--- config.mk ---
export PLATFORM = sky130hd
export DESIGN_NAME = plx_exec
export DESIGN_NICKNAME = d
export VERILOG_FILES = /design/src/plx_pkg.sv /design/src/plx_exec.sv
export SDC_FILE = /design/constraint.sdc
export NUM_CORES = 1
export LEC_CHECK = 0
export BUFFER_PORTS_ARGS = -buffer_cell sky130_fd_sc_hd__clkbuf_2
export CAP_MARGIN = 20
export CORE_AREA = 2 2 96 98
export CTS_BUF_LIST = sky130_fd_sc_hd__clkbuf_8 sky130_fd_sc_hd__clkbuf_16
export CTS_CLUSTER_SIZE = 10
export DETAILED_ROUTE_END_ITERATION = 8
export DIE_AREA = 0 0 98 100
export HOLD_SLACK_MARGIN = 0.08
export PLACE_DENSITY_LB_ADDON = 0.2
export SKIP_CTS_REPAIR_TIMING = 1
export SLEW_MARGIN = 25
export SYNTH_ARGS = -nofsm -noshare
export SYNTH_HDL_FRONTEND = slang
export SYNTH_SLANG_ARGS = --single-unit
--- constraint.sdc ---
create_clock -name CLK -period 9 [get_ports CLK]
set_clock_uncertainty 0.1 [all_clocks]
set_input_delay 0.9 -clock CLK [delete_from_list [all_inputs] [get_ports CLK]]
set_output_delay 0.9 -clock CLK [all_outputs]
set_load 0.02 [all_outputs]
--- src/plx_pkg.sv ---
// Package holding encodings, widths and reset values for the extension execute block.
package plx_pkg;
  localparam int          INSTR_W        = 16;
  localparam int          PC_W           = 21;
  localparam int          PTR_W          = 12;
  localparam int          LIT_W          = 6;
  localparam int          SEL_W          = 2;
  localparam logic [7:0]  OP_PTR_ADD_HI  = 8'he8;
  localparam logic [15:0] OP_CALL_WORKING_REGISTER_FILE_ALIAS   = 16'h0014;
  localparam int          SEL_LSB        = 6;
  localparam int          OPHI_LSB       = 8;
  localparam logic [1:0]  SEL_STACK_RET  = 2'h3;
  localparam logic [2:0]  RET_STEP       = 3'h2;
  localparam logic [11:0] PTR_RESET      = 12'h000;
  localparam logic [20:0] PC_RESET       = 21'h000000;
  typedef enum logic [1:0] {
    PLX_NONE,
    PLX_PTR_ADD,
    PLX_ADD_RET,
    PLX_CALL_W
  } plx_op_t;
  typedef enum {
    PLX_EXEC,
    PLX_FLUSH
  } plx_state_t;
endpackage
--- src/plx_exec.sv ---
// Decode and execute of pointer literal add, add-and-return and call through the working register.
`timescale 1ns/100ps
// Notes on behaviour
// (RL1) Pointer add is recognised from a word whose top byte is 1110 1000, then a 2-bit selector and a 6-bit literal.
// (RL2) Selector 0, 1 or 2 adds the literal 0 to 63 to that pointer and writes the sum back to it.
// (RL3) Selector 11 turns the instruction into add-to-stack-pointer-and-return, touching only the stack pointer.
// (RL4) Add-and-return adds the literal to the stack pointer and then returns from the return stack top.
// (RL5) The return pops the hardware stack and uses the popped address as the next fetch address.
// (RL6) Add-and-return takes two cycles, the second a no-operation while the refetch happens.
// (RL7) Call via working register, opcode 0000 0000 0001 0100, first pushes PC plus 2.
// (RL8) The call then replaces the low PC byte with the working register value.
// (RL9) The call copies the high latch into the PC high byte and the upper latch into the PC upper byte.
// (RL10) The call takes two cycles, the second a no-operation while the target is fetched.
// (RL11) The call saves no shadow copy of working, status or bank select registers.
// (RL12) All three instructions exist only while the extension enable bit is set.
// (RL13) None of the three changes any arithmetic status flag.
// (RL14) Pointer addition carries across the full pointer width.
module plx_exec #(
  parameter int PC_W  = plx_pkg::PC_W,
  parameter int PTR_W = plx_pkg::PTR_W
) (
  input  wire logic                           CLK,
  input  wire logic                           ARST_N,
  input  wire logic                           INSTR_VALID,
  input  wire logic [plx_pkg::INSTR_W-1:0]    INSTR,
  input  wire logic [PC_W-1:0]                PC,
  input  wire logic                           EXTENSION_ENABLE_BIT,
  input  wire logic [7:0]                     WORKING_REGISTER_FILE_ALIAS,
  input  wire logic [7:0]                     PC_HIGH_LATCH,
  input  wire logic [7:0]                     PC_UPPER_LATCH,
  input  wire logic [PC_W-1:0]                RETURN_STACK_TOP,
  output logic                                CLAIM,
  output logic                                STALL_NOP,
  output logic                                STACK_PUSH,
  output logic [PC_W-1:0]                     STACK_PUSH_DATA,
  output logic                                STACK_POP,
  output logic                                PC_LOAD,
  output logic [PC_W-1:0]                     PC_LOAD_DATA,
  output logic [PTR_W-1:0]                    PTR0,
  output logic [PTR_W-1:0]                    PTR1,
  output logic [PTR_W-1:0]                    SOFTWARE_STACK_POINTER,
  output logic                                STATUS_WRITE
);

  plx_pkg::plx_state_t state_q;
  plx_pkg::plx_state_t state_d;
  logic [PTR_W-1:0]    ptr_q [3];
  logic                push_q;
  logic [PC_W-1:0]     push_data_q;
  logic                pop_q;
  logic                load_q;
  logic [PC_W-1:0]     load_data_q;

  function automatic plx_pkg::plx_op_t decode_op(input logic [15:0] w, input logic en);
    decode_op = plx_pkg::PLX_NONE;
    if (en) begin // RL12
      if (w[15:plx_pkg::OPHI_LSB] == plx_pkg::OP_PTR_ADD_HI) begin // RL1
        if (w[plx_pkg::SEL_LSB +: plx_pkg::SEL_W] == plx_pkg::SEL_STACK_RET) begin // RL3
          decode_op = plx_pkg::PLX_ADD_RET;
        end else begin
          decode_op = plx_pkg::PLX_PTR_ADD;
        end
      end else if (w == plx_pkg::OP_CALL_WORKING_REGISTER_FILE_ALIAS) begin // RL7
        decode_op = plx_pkg::PLX_CALL_W;
      end
    end
  endfunction

  wire                       in_exec  = (state_q == plx_pkg::PLX_EXEC);
  wire plx_pkg::plx_op_t     op       = in_exec && INSTR_VALID ? decode_op(INSTR, EXTENSION_ENABLE_BIT)
                                                                 : plx_pkg::PLX_NONE;
  wire [1:0]                 sel      = INSTR[plx_pkg::SEL_LSB +: plx_pkg::SEL_W];
  wire [PTR_W-1:0]           lit_ext  = {{(PTR_W-plx_pkg::LIT_W){1'b0}}, INSTR[plx_pkg::LIT_W-1:0]};
  wire [1:0]                 tgt      = (op == plx_pkg::PLX_ADD_RET) ? 2'h2 : sel;
  wire                       do_add   = (op == plx_pkg::PLX_PTR_ADD) || (op == plx_pkg::PLX_ADD_RET);
  wire [PTR_W-1:0]           sum      = ptr_q[tgt] + lit_ext; // RL14
  wire                       two_cyc  = (op == plx_pkg::PLX_ADD_RET) || (op == plx_pkg::PLX_CALL_W);
  wire [PC_W-1:0]            ret_addr = PC + PC_W'(plx_pkg::RET_STEP); // RL7
  // The call target drops the working value into the low byte; the old low byte is discarded.
  wire [PC_W-1:0]            call_tgt = PC_W'({PC_UPPER_LATCH, PC_HIGH_LATCH, WORKING_REGISTER_FILE_ALIAS}); // RL8 RL9

  // The second cycle of a two-cycle instruction is a bubble so the fetch unit can refill from the new PC.
  always_comb begin
    state_d = plx_pkg::PLX_EXEC;
    unique case (state_q)
      plx_pkg::PLX_EXEC:  state_d = two_cyc ? plx_pkg::PLX_FLUSH : plx_pkg::PLX_EXEC; // RL6 RL10
      plx_pkg::PLX_FLUSH: state_d = plx_pkg::PLX_EXEC;
    endcase
  end

  always_ff @(posedge CLK or negedge ARST_N) begin
    if (!ARST_N) begin
      state_q <= plx_pkg::PLX_EXEC;
    end else begin
      state_q <= state_d;
    end
  end

  genvar gi;
  generate
    for (gi = 0; gi < 3; gi++) begin : g_ptr
      always_ff @(posedge CLK or negedge ARST_N) begin
        if (!ARST_N) begin
          ptr_q[gi] <= PTR_W'(plx_pkg::PTR_RESET);
        end else if (do_add && (tgt == 2'(gi))) begin
          ptr_q[gi] <= sum; // RL2 RL4
        end
      end
    end
  endgenerate

  always_ff @(posedge CLK or negedge ARST_N) begin
    if (!ARST_N) begin
      push_q      <= 1'b0;
      push_data_q <= '0;
      pop_q       <= 1'b0;
      load_q      <= 1'b0;
      load_data_q <= PC_W'(plx_pkg::PC_RESET);
    end else begin
      push_q <= (op == plx_pkg::PLX_CALL_W); // RL7
      pop_q  <= (op == plx_pkg::PLX_ADD_RET); // RL5
      load_q <= two_cyc;
      if (op == plx_pkg::PLX_CALL_W) begin
        push_data_q <= ret_addr;
        load_data_q <= call_tgt; // RL8 RL9
      end else if (op == plx_pkg::PLX_ADD_RET) begin
        load_data_q <= RETURN_STACK_TOP; // RL4 RL5
      end
    end
  end

  assign CLAIM                  = (op != plx_pkg::PLX_NONE);
  assign STALL_NOP              = (state_q == plx_pkg::PLX_FLUSH); // RL6 RL10
  assign STACK_PUSH             = push_q;
  assign STACK_PUSH_DATA        = push_data_q;
  assign STACK_POP              = pop_q;
  assign PC_LOAD                = load_q;
  assign PC_LOAD_DATA           = load_data_q;
  assign PTR0                   = ptr_q[0];
  assign PTR1                   = ptr_q[1];
  assign SOFTWARE_STACK_POINTER = ptr_q[2];
  // No flag or shadow register path exists in this block, so status is never written.
  assign STATUS_WRITE           = 1'b0; // RL11 RL13
endmodule

# [Yosys cells after proc, flatten, opt, wreduce, memory -nomap -nowiden]
# Index checks and enable logic that the tools add are counted.
[word_totals] ramBits=0 rom_bits=0 output_inout_bits=84 ff_bits=113 wordCells=47 latch_bits=0 memories=0 inputBits=86
[op_classes] n_bitwise=1 shift=0 n_div=0 n_lt_le_gt_ge=1 add_sub_neg=2 reduce_logical=11 eq_ne=10 mux=13 n_mul=0
[ops] operator="$logic_not A32 Y1" n=2
[ops] operator="$pmux W32 S2" n=1
[ops] operator="$mux W21" n=2
[ops] operator="$eq A32 B1 Y1 const B" n=1
[ops] operator="$eq A32 B2 Y1 const B" n=1
[ops] operator="$bmux W12 S2" n=1
[ops] operator="$mux W12" n=2
[ops] operator="$add A21 B2 Y21 const B" n=1
[ops] operator="$eq A16 B5 Y1 const B" n=1
[ops] operator="$add A12 B6 Y12" n=1
[ops] operator="$mux W2" n=6
[ops] operator="$eq A2 B2 Y1 const B" n=4
[ops] operator="$eq A8 B8 Y1 const B" n=1
[ops] operator="$eq A2 B1 Y1 const B" n=2
[ops] operator="$logic_and A1 B1 Y1" n=4
[ops] operator="$reduce_bool A2 Y1" n=2
[ops] operator="$ge A3 B3 Y1 const B" n=1
[ops] operator="$not A2 Y3" n=1
[ops] operator="$logic_not A2 Y1" n=1
[ops] operator="$logic_or A1 B1 Y1" n=2
[ops] operator="$mux W1" n=1

# [Logic depth before layout (Yosys ltp)]
# Gate-level depths: netlist (run 1).
[depth] word_depth=12 ltp_mapped=20 ltp_nobuf=16

# [Worst setup path before layout (run 1)]
# No wires, ideal clock.
[synth_path] kind="input -> register" start="in INSTR[9] (netlist name)" end="reg ptr_q, in the netlist PTR0[10]" arrival_ps=4437 setup_slack_ps=4329 setup_time_ps=134 stages=18 n_path_buf=3 path_cell_list="or4_1 a211oi_1 and2_1 ha_1 clkbuf_1 or2_2 clkbuf_1 nand2_1 o21ai_0 ha_1 inv_1 fa_1 nor2b_1 o31a_1 o21a_1 clkbuf_1 o211a_1 o211ai_1"
[synth_between] elab_chain_len=12
[synth_rtl] item="start: declaration" line_no="plx_exec.sv:25" source="input wire logic [plx_pkg::INSTR_W-1:0] INSTR,"
[synth_rtl] item="$eq A16 B5 Y1" line_no="plx_exec.sv:63" source="end else if (w == plx_pkg::OP_CALL_WORKING_REGISTER_FILE_ALIAS) begin"
[synth_rtl] item="$mux W2" line_no="plx_exec.sv:63"
[synth_rtl] item="$mux W2 *" line_no="plx_exec.sv:57" source="if (w[15:plx_pkg::OPHI_LSB] == plx_pkg::OP_PTR_ADD_HI) begin"
[synth_rtl] item="$mux W2 *" line_no="plx_exec.sv:56" source="if (en) begin"
[synth_rtl] item="$mux W2 *" line_no="plx_exec.sv:70" source="wire plx_pkg::plx_op_t op = in_exec && INSTR_VALID ? decode_op(INSTR, EXTENSION_ENABLE_BIT)"
[synth_rtl] item="$eq A2 B2 Y1" line_no="plx_exec.sv:74, plx_exec.sv:75"
[synth_rtl] item="$mux W2" line_no="plx_exec.sv:74" source="wire [1:0] tgt = (op == plx_pkg::PLX_ADD_RET) ? 2'h2 : sel;"
[synth_rtl] item="$not A2 Y3 (not written as such)" line_no="plx_exec.sv:76" source="wire [PTR_W-1:0] sum = ptr_q[tgt] + lit_ext;"
[synth_rtl] item="$bmux W12 S2" line_no="plx_exec.sv:76"
[synth_rtl] item="$mux W12 (not written as such) (2 in a row)" line_no="plx_exec.sv:76"
[synth_rtl] item="$add A12 B6 Y12" line_no="plx_exec.sv:76"
[synth_rtl] item="end signal: indexed assignment" line_no="plx_exec.sv:104" source="ptr_q[gi] <= PTR_W'(plx_pkg::PTR_RESET);"
[synth_rtl] item="end signal: indexed assignment" line_no="plx_exec.sv:106" source="ptr_q[gi] <= sum;"
[synth_rtl] item="end: declaration" line_no="plx_exec.sv:47" source="logic [PTR_W-1:0] ptr_q [3];"
# Mark *: on every way between the ends. The rest lies on a longest branch, timed or not. The select of a mux whose other input is x is not followed.
# A chain may end at the register's enable or synchronous reset.

# [Worst setup path in the final report (run 1)]
[layout_path] start="in INSTR[6] (netlist name)" end="reg ptr_q, in the netlist PTR1[11]"
[layout_between] elab_chain_len=12
[layout_rtl] item="$eq A16 B5 Y1 / $eq A2 B2 Y1 (equally long branches)" line_no="plx_exec.sv:63, plx_exec.sv:58"
[layout_rtl] item="$mux W2 (on tied branches)" line_no="plx_exec.sv:63, plx_exec.sv:58"
[layout_rtl] item="$mux W2" line_no="plx_exec.sv:57"
[layout_rtl] item="$mux W2" line_no="plx_exec.sv:56"
[layout_rtl] item="$mux W2" line_no="plx_exec.sv:70"
[layout_rtl] item="$eq A2 B2 Y1" line_no="plx_exec.sv:74, plx_exec.sv:75"
[layout_rtl] item="$mux W2" line_no="plx_exec.sv:74"
[layout_rtl] item="$not A2 Y3 (not written as such)" line_no="plx_exec.sv:76"
[layout_rtl] item="$bmux W12 S2" line_no="plx_exec.sv:76"
[layout_rtl] item="$mux W12 (not written as such) (2 in a row)" line_no="plx_exec.sv:76"
[layout_rtl] item="$add A12 B6 Y12" line_no="plx_exec.sv:76"
# Parallel ways exist; a longest one is shown, timed or not. The select of a mux whose other input is x is not followed.

==> results of run 1 <==
synthesized netlist by cell type, types with 2 or more instances:
cell                        count
sky130_fd_sc_hd__and2_1         3
sky130_fd_sc_hd__xor2_1        14
sky130_fd_sc_hd__dfrtp_1       82
sky130_fd_sc_hd__nor2_1        30
sky130_fd_sc_hd__buf_4          2
sky130_fd_sc_hd__o21ai_0       46
sky130_fd_sc_hd__nor3_1         6
sky130_fd_sc_hd__buf_1          6
sky130_fd_sc_hd__o211a_1        2
sky130_fd_sc_hd__and3_1         5
sky130_fd_sc_hd__clkbuf_1      16
sky130_fd_sc_hd__o31ai_1        6
sky130_fd_sc_hd__ha_1          10
sky130_fd_sc_hd__inv_1          8
sky130_fd_sc_hd__xnor2_1        8
sky130_fd_sc_hd__mux2i_1       34
sky130_fd_sc_hd__or2_1          2
sky130_fd_sc_hd__nand4_1        6
sky130_fd_sc_hd__o21a_1         4
sky130_fd_sc_hd__nand2_1       89
sky130_fd_sc_hd__and4_1         2
sky130_fd_sc_hd__a211oi_1       4
sky130_fd_sc_hd__o211ai_1       7
sky130_fd_sc_hd__nand3_1        8
sky130_fd_sc_hd__a211o_1        2
sky130_fd_sc_hd__nor4b_1        2
sky130_fd_sc_hd__o2111ai_1      6
sky130_fd_sc_hd__or2_4          2
sky130_fd_sc_hd__a31oi_1        4
sky130_fd_sc_hd__o2bb2ai_1      2
sky130_fd_sc_hd__a21o_1         2
sky130_fd_sc_hd__or2_2          3
sky130_fd_sc_hd__a21oi_1       22
sky130_fd_sc_hd__nor2b_1        3
sky130_fd_sc_hd__mux2_2         2
state kept, by name (all words and copies together) (netlist names):
signal,cells
SOFTWARE_STACK_POINTER,12
STACK_POP,1
state_q,1
STACK_PUSH,1
PTR1,12
PC_LOAD,1
STACK_PUSH_DATA,21
PTR0,12
PC_LOAD_DATA,21
routing by layer:
metal | share of wire | vias up
li1 | - | 1937
met1 | 0.43 | 1826
met2 | 0.49 | 132
met3 | 0.074 | 10
met4 | 0.012 | 0
met5 | 0 | -
layout make-up:
cell class              instances  area, um2
well taps                     111        139
repair buffers                168        855
flip-flops and latches         82       2050
multi-input cells             348       2130
clock buffers                   9        124
fillers                       832       3520
inverters                       8       30.0
clock inverters                 6       36.3
kinds of logic after synthesis:
logic type	Yosys count	synth area share
flops	82	0.476
buf+inv	32	0.0296
fa+ha+maj	11	0.0337
compound gates	112	0.159
simple gates	166	0.172
xor+xnor	22	0.0447
mux	36	0.0842
other cells	1	0.000870
placed cells by master (no fill, tap or decap), types with 3 or more instances in the layout:
master and count:
sky130_fd_sc_hd__nand2_1 89, sky130_fd_sc_hd__nand4_1 6, sky130_fd_sc_hd__buf_4 3, sky130_fd_sc_hd__clkbuf_2 164, sky130_fd_sc_hd__ha_1 9, sky130_fd_sc_hd__inv_1 9
sky130_fd_sc_hd__o211ai_1 7, sky130_fd_sc_hd__nand3_1 8, sky130_fd_sc_hd__a211oi_1 4, sky130_fd_sc_hd__a31oi_1 4, sky130_fd_sc_hd__nor3_1 6, sky130_fd_sc_hd__o31ai_1 6
sky130_fd_sc_hd__o2111ai_1 6, sky130_fd_sc_hd__mux2i_1 34, sky130_fd_sc_hd__clkbuf_8 9, sky130_fd_sc_hd__or2_2 3, sky130_fd_sc_hd__xor2_1 14, sky130_fd_sc_hd__xnor2_1 8
sky130_fd_sc_hd__nor2_1 30, sky130_fd_sc_hd__o21ai_0 46, sky130_fd_sc_hd__and2_1 3, sky130_fd_sc_hd__o21a_1 4, sky130_fd_sc_hd__clkinvlp_4 3, sky130_fd_sc_hd__and3_1 5
sky130_fd_sc_hd__a21oi_1 22, sky130_fd_sc_hd__dfrtp_1 82, sky130_fd_sc_hd__nor2b_1 3
power breakdown:
group          total, mW  internal [mW]  switching (mW)
combinational     0.0637         0.0265          0.0372
clock              0.226         0.0966           0.129
sequential         0.375          0.372         0.00274
path summary, 6_finish.rpt:
check	endpoint	slack, ns	depth (start not counted)
min in group asynchronous	PC_LOAD_DATA[4]$_DFFE_PN0N_	0.48	1
setup / recovery	PTR1[11]$_DFFE_PN0P_	4.20	15
hold / removal	state_q[0]$_DFF_PN0_	0.35	1
hold reg to reg	state_q[0]$_DFF_PN0_	0.35	1
setup reg to reg	PTR1[11]$_DFFE_PN0P_	5.09	13
max in group asynchronous	PC_LOAD_DATA[10]$_DFFE_PN0N_	7.78	1
==> impl_summary.md, run 1 <==
STA
The fraction of the cycle the final worst path needs is 0.533. Timing would allow up to 0.209 GHz. Subtracting the final worst setup slack from the clock period gives 4.80 ns.

Setup violations remaining at the end of the flow were counted as 0. Headroom to the max-slew limit came out at 0.357. The tightest hold path in the finished design has a slack of 0.353 ns.

The sum of negative setup slack is 0 ns. The number of slew-limit violations in the final report is 0. The final hold violation count was 0. Setup repair after global routing left no endpoint under its margin. At the pin with the least slew margin, the transition time is 0.964 ns. The worst setup margin is about 4.2 ns.

Yosys
The synthesized netlist occupies a cell area of 4310 um2. The synthesized design contains 82 register bits. Yosys mapped a number of flops with a built-in enable equal to 0.

The post-synthesis cell type with the largest combined area is sky130_fd_sc_hd__dfrtp_1. Yosys mapped the design onto 47 distinct sky130hd cell types. In this run the mean area of a mapped cell was between 9 and 10 um2.

The share of the synthesized area in the top cell type is 0.476. When the netlist entered floorplanning its net count stood at roughly 560. Synthesis produced a netlist whose cell count is 462. After synthesis, the cell types taking the most area are sky130_fd_sc_hd__dfrtp_1 48%, sky130_fd_sc_hd__mux2i_1 7.9%, sky130_fd_sc_hd__nand2_1 7.8%, sky130_fd_sc_hd__o21ai_0 5.3%, sky130_fd_sc_hd__ha_1 2.9%. The portion of the post-synthesis area used by sequential elements is 0.476. After synthesis, the share of flip-flops with an asynchronous set or reset is 1.00. During synthesis, Yosys emitted a total of 0 warnings. For this run, the leading register cell type out of synthesis is sky130_fd_sc_hd__dfrtp_1.

Layout
In the final layout, the share of cells above drive strength 1 is 0.306. After routing the design area is 5370 um2. The area overhead of the layout relative to synthesis is 24.6%. The number of non-filler instances in the completed layout is between 700 and 800. For this run, the post-layout net count is slightly above 700. The final cell utilization of the core is 0.604. The antenna cell count is 0.

Pwr
In this run the power density over the cells is approximately 120 nW/um2. The design draws about 660 uW. In this run the static leakage power is roughly 2.7 nW. VDD sags by at most ~0.000063 V.

CTS
The TritonCTS sink count is between 80 and 90. The root buffer selected by CTS is sky130_fd_sc_hd__clkbuf_8. TritonCTS built the clock tree.

The clock reaches the later pin of the worst-skew pair after roughly 0.34 ns. The maximum count of clock buffers along a single path is 2. Clock tree synthesis inserted a total of 9 buffers. The H-tree depth is 3. The clock input transition at the sequential cells of the worst setup and hold paths is around 0.08 ns.

Setup path
The critical path data required time is between 9 and 10 ns. Counting both buffers and inverters, the worst setup path holds a total of 1. The worst setup path is launched from a primary input.

By instance count, the cell type seen most on the critical path is sky130_fd_sc_hd__a211oi_1. The startpoint of the most critical register-to-register path is state_q[0]$_DFF_PN0_. Broken down by cell family, the worst path's largest delay share belongs to compound AO/OA/AOI/OAI gates. The endpoint type of the worst setup path is a register. The critical path goes through clkbuf_2 -> nor4_1 -> nand3_1 -> a211oi_1 -> nand2_1 -> ha_1 -> or2_2 -> nand2_1 -> o21ai_0 -> ha_1 -> a211o_1 -> a211oi_1 -> a211oi_1 -> and4_1 -> o31ai_1.

In this run the worst path has a maximum fanout of 20. Tracing the worst setup path back leads to its startpoint at INSTR[6]. The data arrival at the endpoint of the critical path is slightly below 5 ns. The critical path is of the in -> reg type. The critical path's slowest cell is sky130_fd_sc_hd__a211oi_1. The largest single stage delay on the critical path is 0.45 ns.

Run
The max-cap violation count is 0.

Global route
The first global-routing pass estimated around 18 mm of wire. The global routing met2 resource utilization is 0.385. The routing usage on met3 is 0.0662. The number of global-route vias before repair was between 3,000 and 4,000. The overall track demand over capacity in global routing is 0.225. Global routing finished with a remaining overflow of 0.

The busiest layer in global routing is met2. The number of antenna violations at the first check in global routing is 0. The global-route met1 utilization is 0.273.

Entering global routing, the biggest net connects 84 pins.

Drt
The detailed router finished its first iteration with 188 violations. The first detailed-routing pass took 4 iterations. Wires add up to 10.7 mm. The average detailed-routed wire length per instance is approximately 15 um. The routed via count is 3,905. The detail route stage leaves a number of antenna-violating nets equal to 0. The via density per instance is 5.33. In the routed design, unresolved DRC markers number 0.

Placed design
The total placed instance area is 5200 um2. The count of port buffers added during placement is between 150 and 200. The placer congestion estimate is 0.879. The placed wire-length estimate after detailed placement is a little under 8 mm. The number of placed instances, taps included, is ~720. At the placement stage, the worst setup path has a slack of between 3 and 4 ns.

Floorplanning
The starting density of the core is 0.485. Row generation in the floorplan step produced 35 rows. 170 I/O pins were placed.

The die is just under 100 um wide. The vertical extent of the die is 100 um. The core region is 8890 um2. The area of the die is just under 10,000 um2.

Worst hold path
The class of the tightest hold or removal check is reg -> reg. In this run the most critical hold path is launched from state_q[0]$_DFF_PN0_.

Status
The run finished with clean final reports.
No activity file was read; power rests on OpenSTA's default activity.
==> run 2: changes to the inputs <==
--- a/config.mk
+++ b/config.mk
@@ -7,11 +7,11 @@
 export LEC_CHECK = 0
 export BUFFER_PORTS_ARGS = -buffer_cell sky130_fd_sc_hd__clkbuf_2
 export CAP_MARGIN = 20
-export CORE_AREA = 2 2 96 98
+export CORE_AREA = 2 2 97 99
 export CTS_BUF_LIST = sky130_fd_sc_hd__clkbuf_8 sky130_fd_sc_hd__clkbuf_16
 export CTS_CLUSTER_SIZE = 10
 export DETAILED_ROUTE_END_ITERATION = 8
-export DIE_AREA = 0 0 98 100
+export DIE_AREA = 0 0 99 101
 export HOLD_SLACK_MARGIN = 0.08
 export PLACE_DENSITY_LB_ADDON = 0.2
 export SKIP_CTS_REPAIR_TIMING = 1
==> constraint.sdc (replaced) <==
create_clock -name CLK -period 4.5 [get_ports CLK]
set_clock_uncertainty 0.1 [all_clocks]
set_input_delay 0.45 -clock CLK [delete_from_list [all_inputs] [get_ports CLK]]
set_output_delay 0.45 -clock CLK [all_outputs]
set_load 0.02 [all_outputs]
==> impl_summary.md, run 2 (same netlist as run 1, synthesis figures left out) <==
Placed design
The minimum setup slack after placement was 0.255 ns (was 3.88 ns). The placer congestion estimate is 0.789 (was 0.879). The total placed instance area came to 5250 um2 (was 5200 um2). The count of port buffers added during placement is 165 (unchanged). The placed wire-length estimate after detailed placement is 8.02 mm (was 7.81 mm).

Layout
The fraction of layout instances using a drive strength above 1 came to 0.313 (was 0.306). The area of all placed cells without fillers is 5490 um2 (was 5370 um2). The final cell utilization of the core is 0.611 (was 0.604). The antenna cell count is 0 (unchanged). The area overhead of the layout relative to synthesis is 27.3% (was 24.6%). Most frequent cells in the layout: 164 x sky130_fd_sc_hd__clkbuf_2, 89 x sky130_fd_sc_hd__nand2_1, 82 x sky130_fd_sc_hd__dfrtp_1 (unchanged).

The commonest non-fill, non-tap cell in the layout was sky130_fd_sc_hd__clkbuf_2 (unchanged). The number of nets at the end of the flow is 718 (was 714).

CTS
The clock input transition at the sequential cells of the worst setup and hold paths is 0.09 ns (was 0.08 ns). The clock latency on the worst-skew pair is 0.35 ns (was 0.34 ns). The root buffer selected by CTS is sky130_fd_sc_hd__clkbuf_8 (unchanged). The CTS tree is yes (unchanged).

The TritonCTS sink count is 82 (unchanged). The maximum count of clock buffers along a single path was 2 (unchanged). The H-tree depth is 3 (unchanged). The CTS buffer count is 9 (unchanged).

Setup path
The critical path's largest stage delay is 0.54 ns (was 0.45 ns). The type of element launching the critical path is a primary input (unchanged). The critical path data required time was 4.63 ns (was 9.13 ns). The endpoint type of the worst setup path is a register (unchanged). Chain of cells forming the critical path: clkbuf_2 -> or4_1 -> a211oi_1 -> nand2_1 -> ha_1 -> or2_2 -> nand2_1 -> o21ai_0 -> ha_1 -> a211o_1 -> a211oi_1 -> nor2_1 -> and3_1 -> o31ai_1 (was clkbuf_2 -> nor4_1 -> nand3_1 -> a211oi_1 -> nand2_1 -> ha_1 -> or2_2 -> nand2_1 -> o21ai_0 -> ha_1 -> a211o_1 -> a211oi_1 -> a211oi_1 -> and4_1 -> o31ai_1). The family with the most delay on the worst path is simple AND/OR/NAND/NOR gates (was compound AO/OA/AOI/OAI gates).

The critical-path maximum fanout is 9 (was 20). The critical path class is in -> reg (unchanged). The data arrival at the endpoint of the critical path is 4.05 ns (was 4.93 ns).

The count of buffer and inverter cells on the critical path is 1 (unchanged). The critical path's slowest cell is sky130_fd_sc_hd__or4_1 (was sky130_fd_sc_hd__a211oi_1).

Floorplanning
The area of the die is 10000 um2 (was 9800 um2). The total core area was 8980 um2 (was 8890 um2). The vertical extent of the die came to 101 um (was 100 um). The x dimension of the die is 99 um (was 98 um). The count of boundary I/O pins is 170 (unchanged). The starting density of the core came to 0.480 (was 0.485).

The number of standard-cell rows in the floorplan is 35 (unchanged).

STA
The post-route minimum period is roughly 4 ns. The sum of negative setup slack is 0 ns (unchanged). The transition time of the tightest slew-check pin is 0.993 ns (was 0.964 ns). In the finished design, the share of the clock period the worst path needs comes to 0.871. The worst setup margin is 0.581 ns (was 4.20 ns).

The worst slew slack as a fraction of its limit is 0.337 (was 0.357). For this run, the top clock speed supported by timing is 0.255 GHz. The final setup violation count is 0 (unchanged). The number of slew-limit violations in the final report is 0 (unchanged). The final hold violation count is 0 (unchanged). RSZ-0062 raised after global routing: no (unchanged).

Global route
The total congestion overflow is 0 (unchanged). The global-route wire length before repair came to 17.9 mm (about the same). The number of global-route vias before repair was 3,763 (was 3,861). The maximum number of pins on one net before global-route repair is 83 (was 84). The number of antenna violations at the first check in global routing was 0 (unchanged). The overall track demand over capacity in global routing is 0.224 (was 0.225).

Pwr
The total power density per cell area is 273 nW/um2 (was 124 nW/um2). The leakage component of the power came to 2.78 nW (was 2.72 nW). The peak supply drop came to 0.000131 V (was 0.0000630 V). The overall power of the completed layout was 1.50 mW (was 665 uW).

Drt
The initial detailed-routing violation count came to 219 (was 188). The final wirelength was 10.9 mm (was 10.7 mm). The total DRC errors in the routed layout was 0 (unchanged). The count of TritonRoute iterations in the first routing pass is 4 (unchanged). The routed via count came to 3,973 (was 3,905).

The via density per instance is 5.39 (was 5.33). The antenna violation net count after detailed routing came to 0 (unchanged). The average detailed-routed wire length per instance is 14.8 um (was 14.7 um).

Worst hold path
The class of the tightest hold or removal check is in -> async (was reg -> reg).

Status
Status: finished, final reports clean (unchanged).

Run
The max-cap violation count came to 0 (unchanged).
## run 2: cell count changes in the layout (fill, tap and decap cells not counted), sizes merged
cell	previous run	this run
buf	4	8
bufinv	0	2
clkbuf	173	175
clkinvlp	3	1
clkinv	2	1
## run 2: area by class of cell
type / count / area, um2
inverters: 8 / 30.0
clock buffers: 11 / 151
fillers: 771 / 3490
multi-input cells: 348 / 2130
repair buffers: 172 / 897
clock inverters: 5 / 85.1
well taps: 111 / 139
flip-flops and latches: 82 / 2050
## run 2: through the flow
stage	cells	hold WS [ns]
floorplan	462	0.0544
global placement	721	0.346
detailed placement	721	0.352
CTS	737	0.190
global route	737	0.0826
finish	737	0.0399
## run 2: path summary, 6_finish.rpt
| kind | start | end | slack, ns | cells after the start |
|---|---|---|---|---|
| max | INSTR[9] | PTR0[9]$_DFFE_PN0P_ | 0.58 | 14 |
| min | ARST_N | PC_LOAD_DATA[2]$_DFFE_PN0N_ | 0.04 | 1 |
| max reg2reg | state_q[0]$_DFF_PN0_ | PTR0[9]$_DFFE_PN0P_ | 0.79 | 13 |
| min reg2reg | state_q[0]$_DFF_PN0_ | state_q[0]$_DFF_PN0_ | 0.36 | 1 |
| max in group asynchronous | ARST_N | PTR0[10]$_DFFE_PN0P_ | 3.76 | 1 |
| min in group CLK | PC_HIGH_LATCH[7] | PC_LOAD_DATA[15]$_DFFE_PN0N_ | 0.21 | 3 |
## run 2: where the power goes
part           switching (mW)  internal [mW]  total, mW
clock network           0.274          0.346      0.620
logic                  0.0734         0.0534      0.127
registers             0.00552          0.745      0.750
## run 2: layer usage
layer	vias to the layer above	part of all wire	routed length, um	global-route usage
li1	1942	-	-	-
met1	1874	0.43	4720	0.294
met2	139	0.47	5170	0.364
met3	18	0.075	818	0.0541
met4	0	0.019	206	0.0780
met5	-	0	0	0
==> run 3: changes to the inputs <==
==> constraint.sdc (replaced) <==
create_clock -name CLK -period 4.5 [get_ports CLK]
set_clock_uncertainty 0.1 [all_clocks]
set_input_delay 0.675 -clock CLK [delete_from_list [all_inputs] [get_ports CLK]]
set_output_delay 0.675 -clock CLK [all_outputs]
set_load 0.02 [all_outputs]
==> impl_summary.md, run 3 (same netlist as run 1, synthesis figures left out) <==
Floorplanning
The vertical extent of the die is 101 um (unchanged). The total core area is 8980 um2 (unchanged). The count of boundary I/O pins is 170 (unchanged). The x dimension of the die is 99 um (unchanged). The area of the die is 10000 um2 (unchanged). The number of standard-cell rows in the floorplan was 35 (unchanged). The starting density of the core is 0.480 (unchanged).

CTS
The CTS tree is yes (unchanged). The root buffer selected by CTS is sky130_fd_sc_hd__clkbuf_8 (unchanged). The clock latency on the worst-skew pair was 0.35 ns (about the same). The CTS buffer count came to 9 (unchanged). The clock input transition at the sequential cells of the worst setup and hold paths is 0.08 ns (was 0.09 ns).

The maximum count of clock buffers along a single path is 2 (unchanged). The TritonCTS sink count came to 82 (unchanged). The H-tree depth is 3 (unchanged).

Setup path
The startpoint of the most critical register-to-register path is state_q[0]$_DFF_PN0_ (unchanged). The critical path's slowest cell is sky130_fd_sc_hd__or4_1 (unchanged). The critical-path maximum fanout is 8 (was 9).

The family with the most delay on the worst path is simple AND/OR/NAND/NOR gates (unchanged). The critical path's largest stage delay is 0.54 ns (about the same). The type of element launching the critical path is a primary input (unchanged).

The critical path class is in -> reg (unchanged). Chain of cells forming the critical path: clkbuf_2 -> or4_1 -> a211oi_1 -> nand2_1 -> ha_1 -> or2_2 -> nand2_1 -> o21ai_0 -> ha_1 -> a211o_1 -> a211oi_1 -> nor2_1 -> and3_1 -> o31ai_1 (unchanged). The count of buffer and inverter cells on the critical path is 1 (unchanged).

The critical path data required time was 4.64 ns (was 4.63 ns). The data arrival at the endpoint of the critical path was 4.32 ns (was 4.05 ns). The origin of the worst setup path is INSTR[9] (unchanged). The endpoint type of the worst setup path is a register (unchanged).

Drt
The routed via count came to 3,906 (was 3,973). The total DRC errors in the routed layout is 0 (unchanged). The final wirelength is 11.0 mm (was 10.9 mm). The count of TritonRoute iterations in the first routing pass was 4 (unchanged). The initial detailed-routing violation count is 194 (was 219).

The antenna violation net count after detailed routing came to 0 (unchanged). The average detailed-routed wire length per instance is 14.8 um (about the same). The via density per instance is 5.27 (was 5.39).

Placed design
The count of port buffers added during placement is 165 (unchanged). The placer congestion estimate is 0.825 (was 0.789). The placed wire-length estimate after detailed placement was 8.12 mm (was 8.02 mm). The placed cell count came to 725 (was 721). The minimum setup slack after placement came to -0.00423 ns (was 0.255 ns).

Pwr
The peak supply drop is 0.000152 V (was 0.000131 V). The total power density per cell area is 277 nW/um2 (was 273 nW/um2). The overall power of the completed layout is 1.53 mW (was 1.50 mW). The leakage component of the power is 2.81 nW (was 2.78 nW).

Global route
The maximum number of pins on one net before global-route repair came to 83 (unchanged). The number of antenna violations at the first check in global routing is 0 (unchanged). The overall track demand over capacity in global routing is 0.230 (was 0.224). The global-route wire length before repair is 18.5 mm (was 17.9 mm). The total congestion overflow came to 0 (unchanged). The number of global-route vias before repair is 3,872 (was 3,763).

Layout
Most frequent cells in the layout: 164 x sky130_fd_sc_hd__clkbuf_2, 89 x sky130_fd_sc_hd__nand2_1, 82 x sky130_fd_sc_hd__dfrtp_1 (unchanged). The number of nets at the end of the flow is 722 (was 718). The number of non-filler instances in the completed layout is 741 (was 737). The total area of multi-input combinational cells is 2130 um2 (unchanged).

The register area is 2050 um2 (unchanged). The fraction of layout instances using a drive strength above 1 was 0.314 (was 0.313). The filler cell count in the final layout is 796 (was 771). The antenna cell count came to 0 (unchanged). The area overhead of the layout relative to synthesis came to 27.9% (was 27.3%). The commonest non-fill, non-tap cell in the layout is sky130_fd_sc_hd__clkbuf_2 (unchanged).

STA
The final setup violation count was 0 (unchanged). RSZ-0062 raised after global routing: no (unchanged). The worst setup margin is 0.323 ns (was 0.581 ns). The sum of negative setup slack is 0 ns (unchanged). The final hold violation count is 0 (unchanged). The number of slew-limit violations in the final report is 0 (unchanged). The post-route minimum period was 4.18 ns (was 3.92 ns).

The transition time of the tightest slew-check pin came to 0.814 ns (was 0.993 ns). The worst slew slack as a fraction of its limit is 0.458 (was 0.337). The maximum operating frequency came to 0.239 GHz (was 0.255 GHz). The fraction of the cycle the final worst path needs is 0.928 (was 0.871).

Status
Status: finished, final reports clean (unchanged).

Worst hold path
The class of the tightest hold or removal check is in -> async (unchanged).

Run
The max-cap violation count was 0 (unchanged).
==> run 3: cell types whose count changed in the layout (fill, tap and decap cells not counted) <==
| cell | delta |
|---|---|
| sky130_fd_sc_hd__buf_4 | +5 |
| sky130_fd_sc_hd__inv_1 | +2 |
| sky130_fd_sc_hd__buf_12 | -1 |
| sky130_fd_sc_hd__bufinv_16 | +1 |
| sky130_fd_sc_hd__clkbuf_8 | -1 |
| sky130_fd_sc_hd__clkinvlp_4 | -1 |
| sky130_fd_sc_hd__inv_6 | -1 |
==> run 3: per-layer routing <==
layer	share of wire	up-vias	global-route usage
met2	0.48	130	0.381
met5	0	-	0
met1	0.43	1805	0.299
met3	0.074	24	0.0527
li1	-	1947	-
met4	0.022	0	0.0759
==> run 3: final timing paths <==
path / to / slack (ns) / depth (start not counted)
setup reg to reg: PTR1[9]$_DFFE_PN0P_ / 0.75 / 13
hold / removal: PC_LOAD_DATA[1]$_DFFE_PN0N_ / 0.25 / 1
min in group CLK: state_q[0]$_DFF_PN0_ / 0.36 / 1
max in group asynchronous: PTR0[10]$_DFFE_PN0P_ / 3.53 / 1
hold reg to reg: state_q[0]$_DFF_PN0_ / 0.36 / 1
setup / recovery: PTR1[9]$_DFFE_PN0P_ / 0.32 / 14
==> run 3: area by class of cell <==
cell class	count	share of cell area
clock buffer	10	0.0250
sequential	82	0.372
timing repair buffer	176	0.166
inverter	8	0.00545
clock inverter	6	0.0193
tap	111	0.0252
multi-input combinational	348	0.387
==> run 3: per-stage QoR <==
step / instance area, um2 / utilization / hold WS [ns]
floorplan: 4310 / - / 0.279
global placement: 5270 / 0.586 / 0.338
detailed placement: 5270 / 0.586 / 0.349
CTS: 5510 / 0.614 / 0.360
global route: 5510 / 0.614 / 0.316
finish: 5510 / 0.614 / 0.247
==> run 3: power breakdown <==
part           leakage (nW)  switching, mW  internal [mW]
registers              1.14        0.00564          0.745
clock network         0.129          0.265          0.381
logic                  1.54         0.0744         0.0540
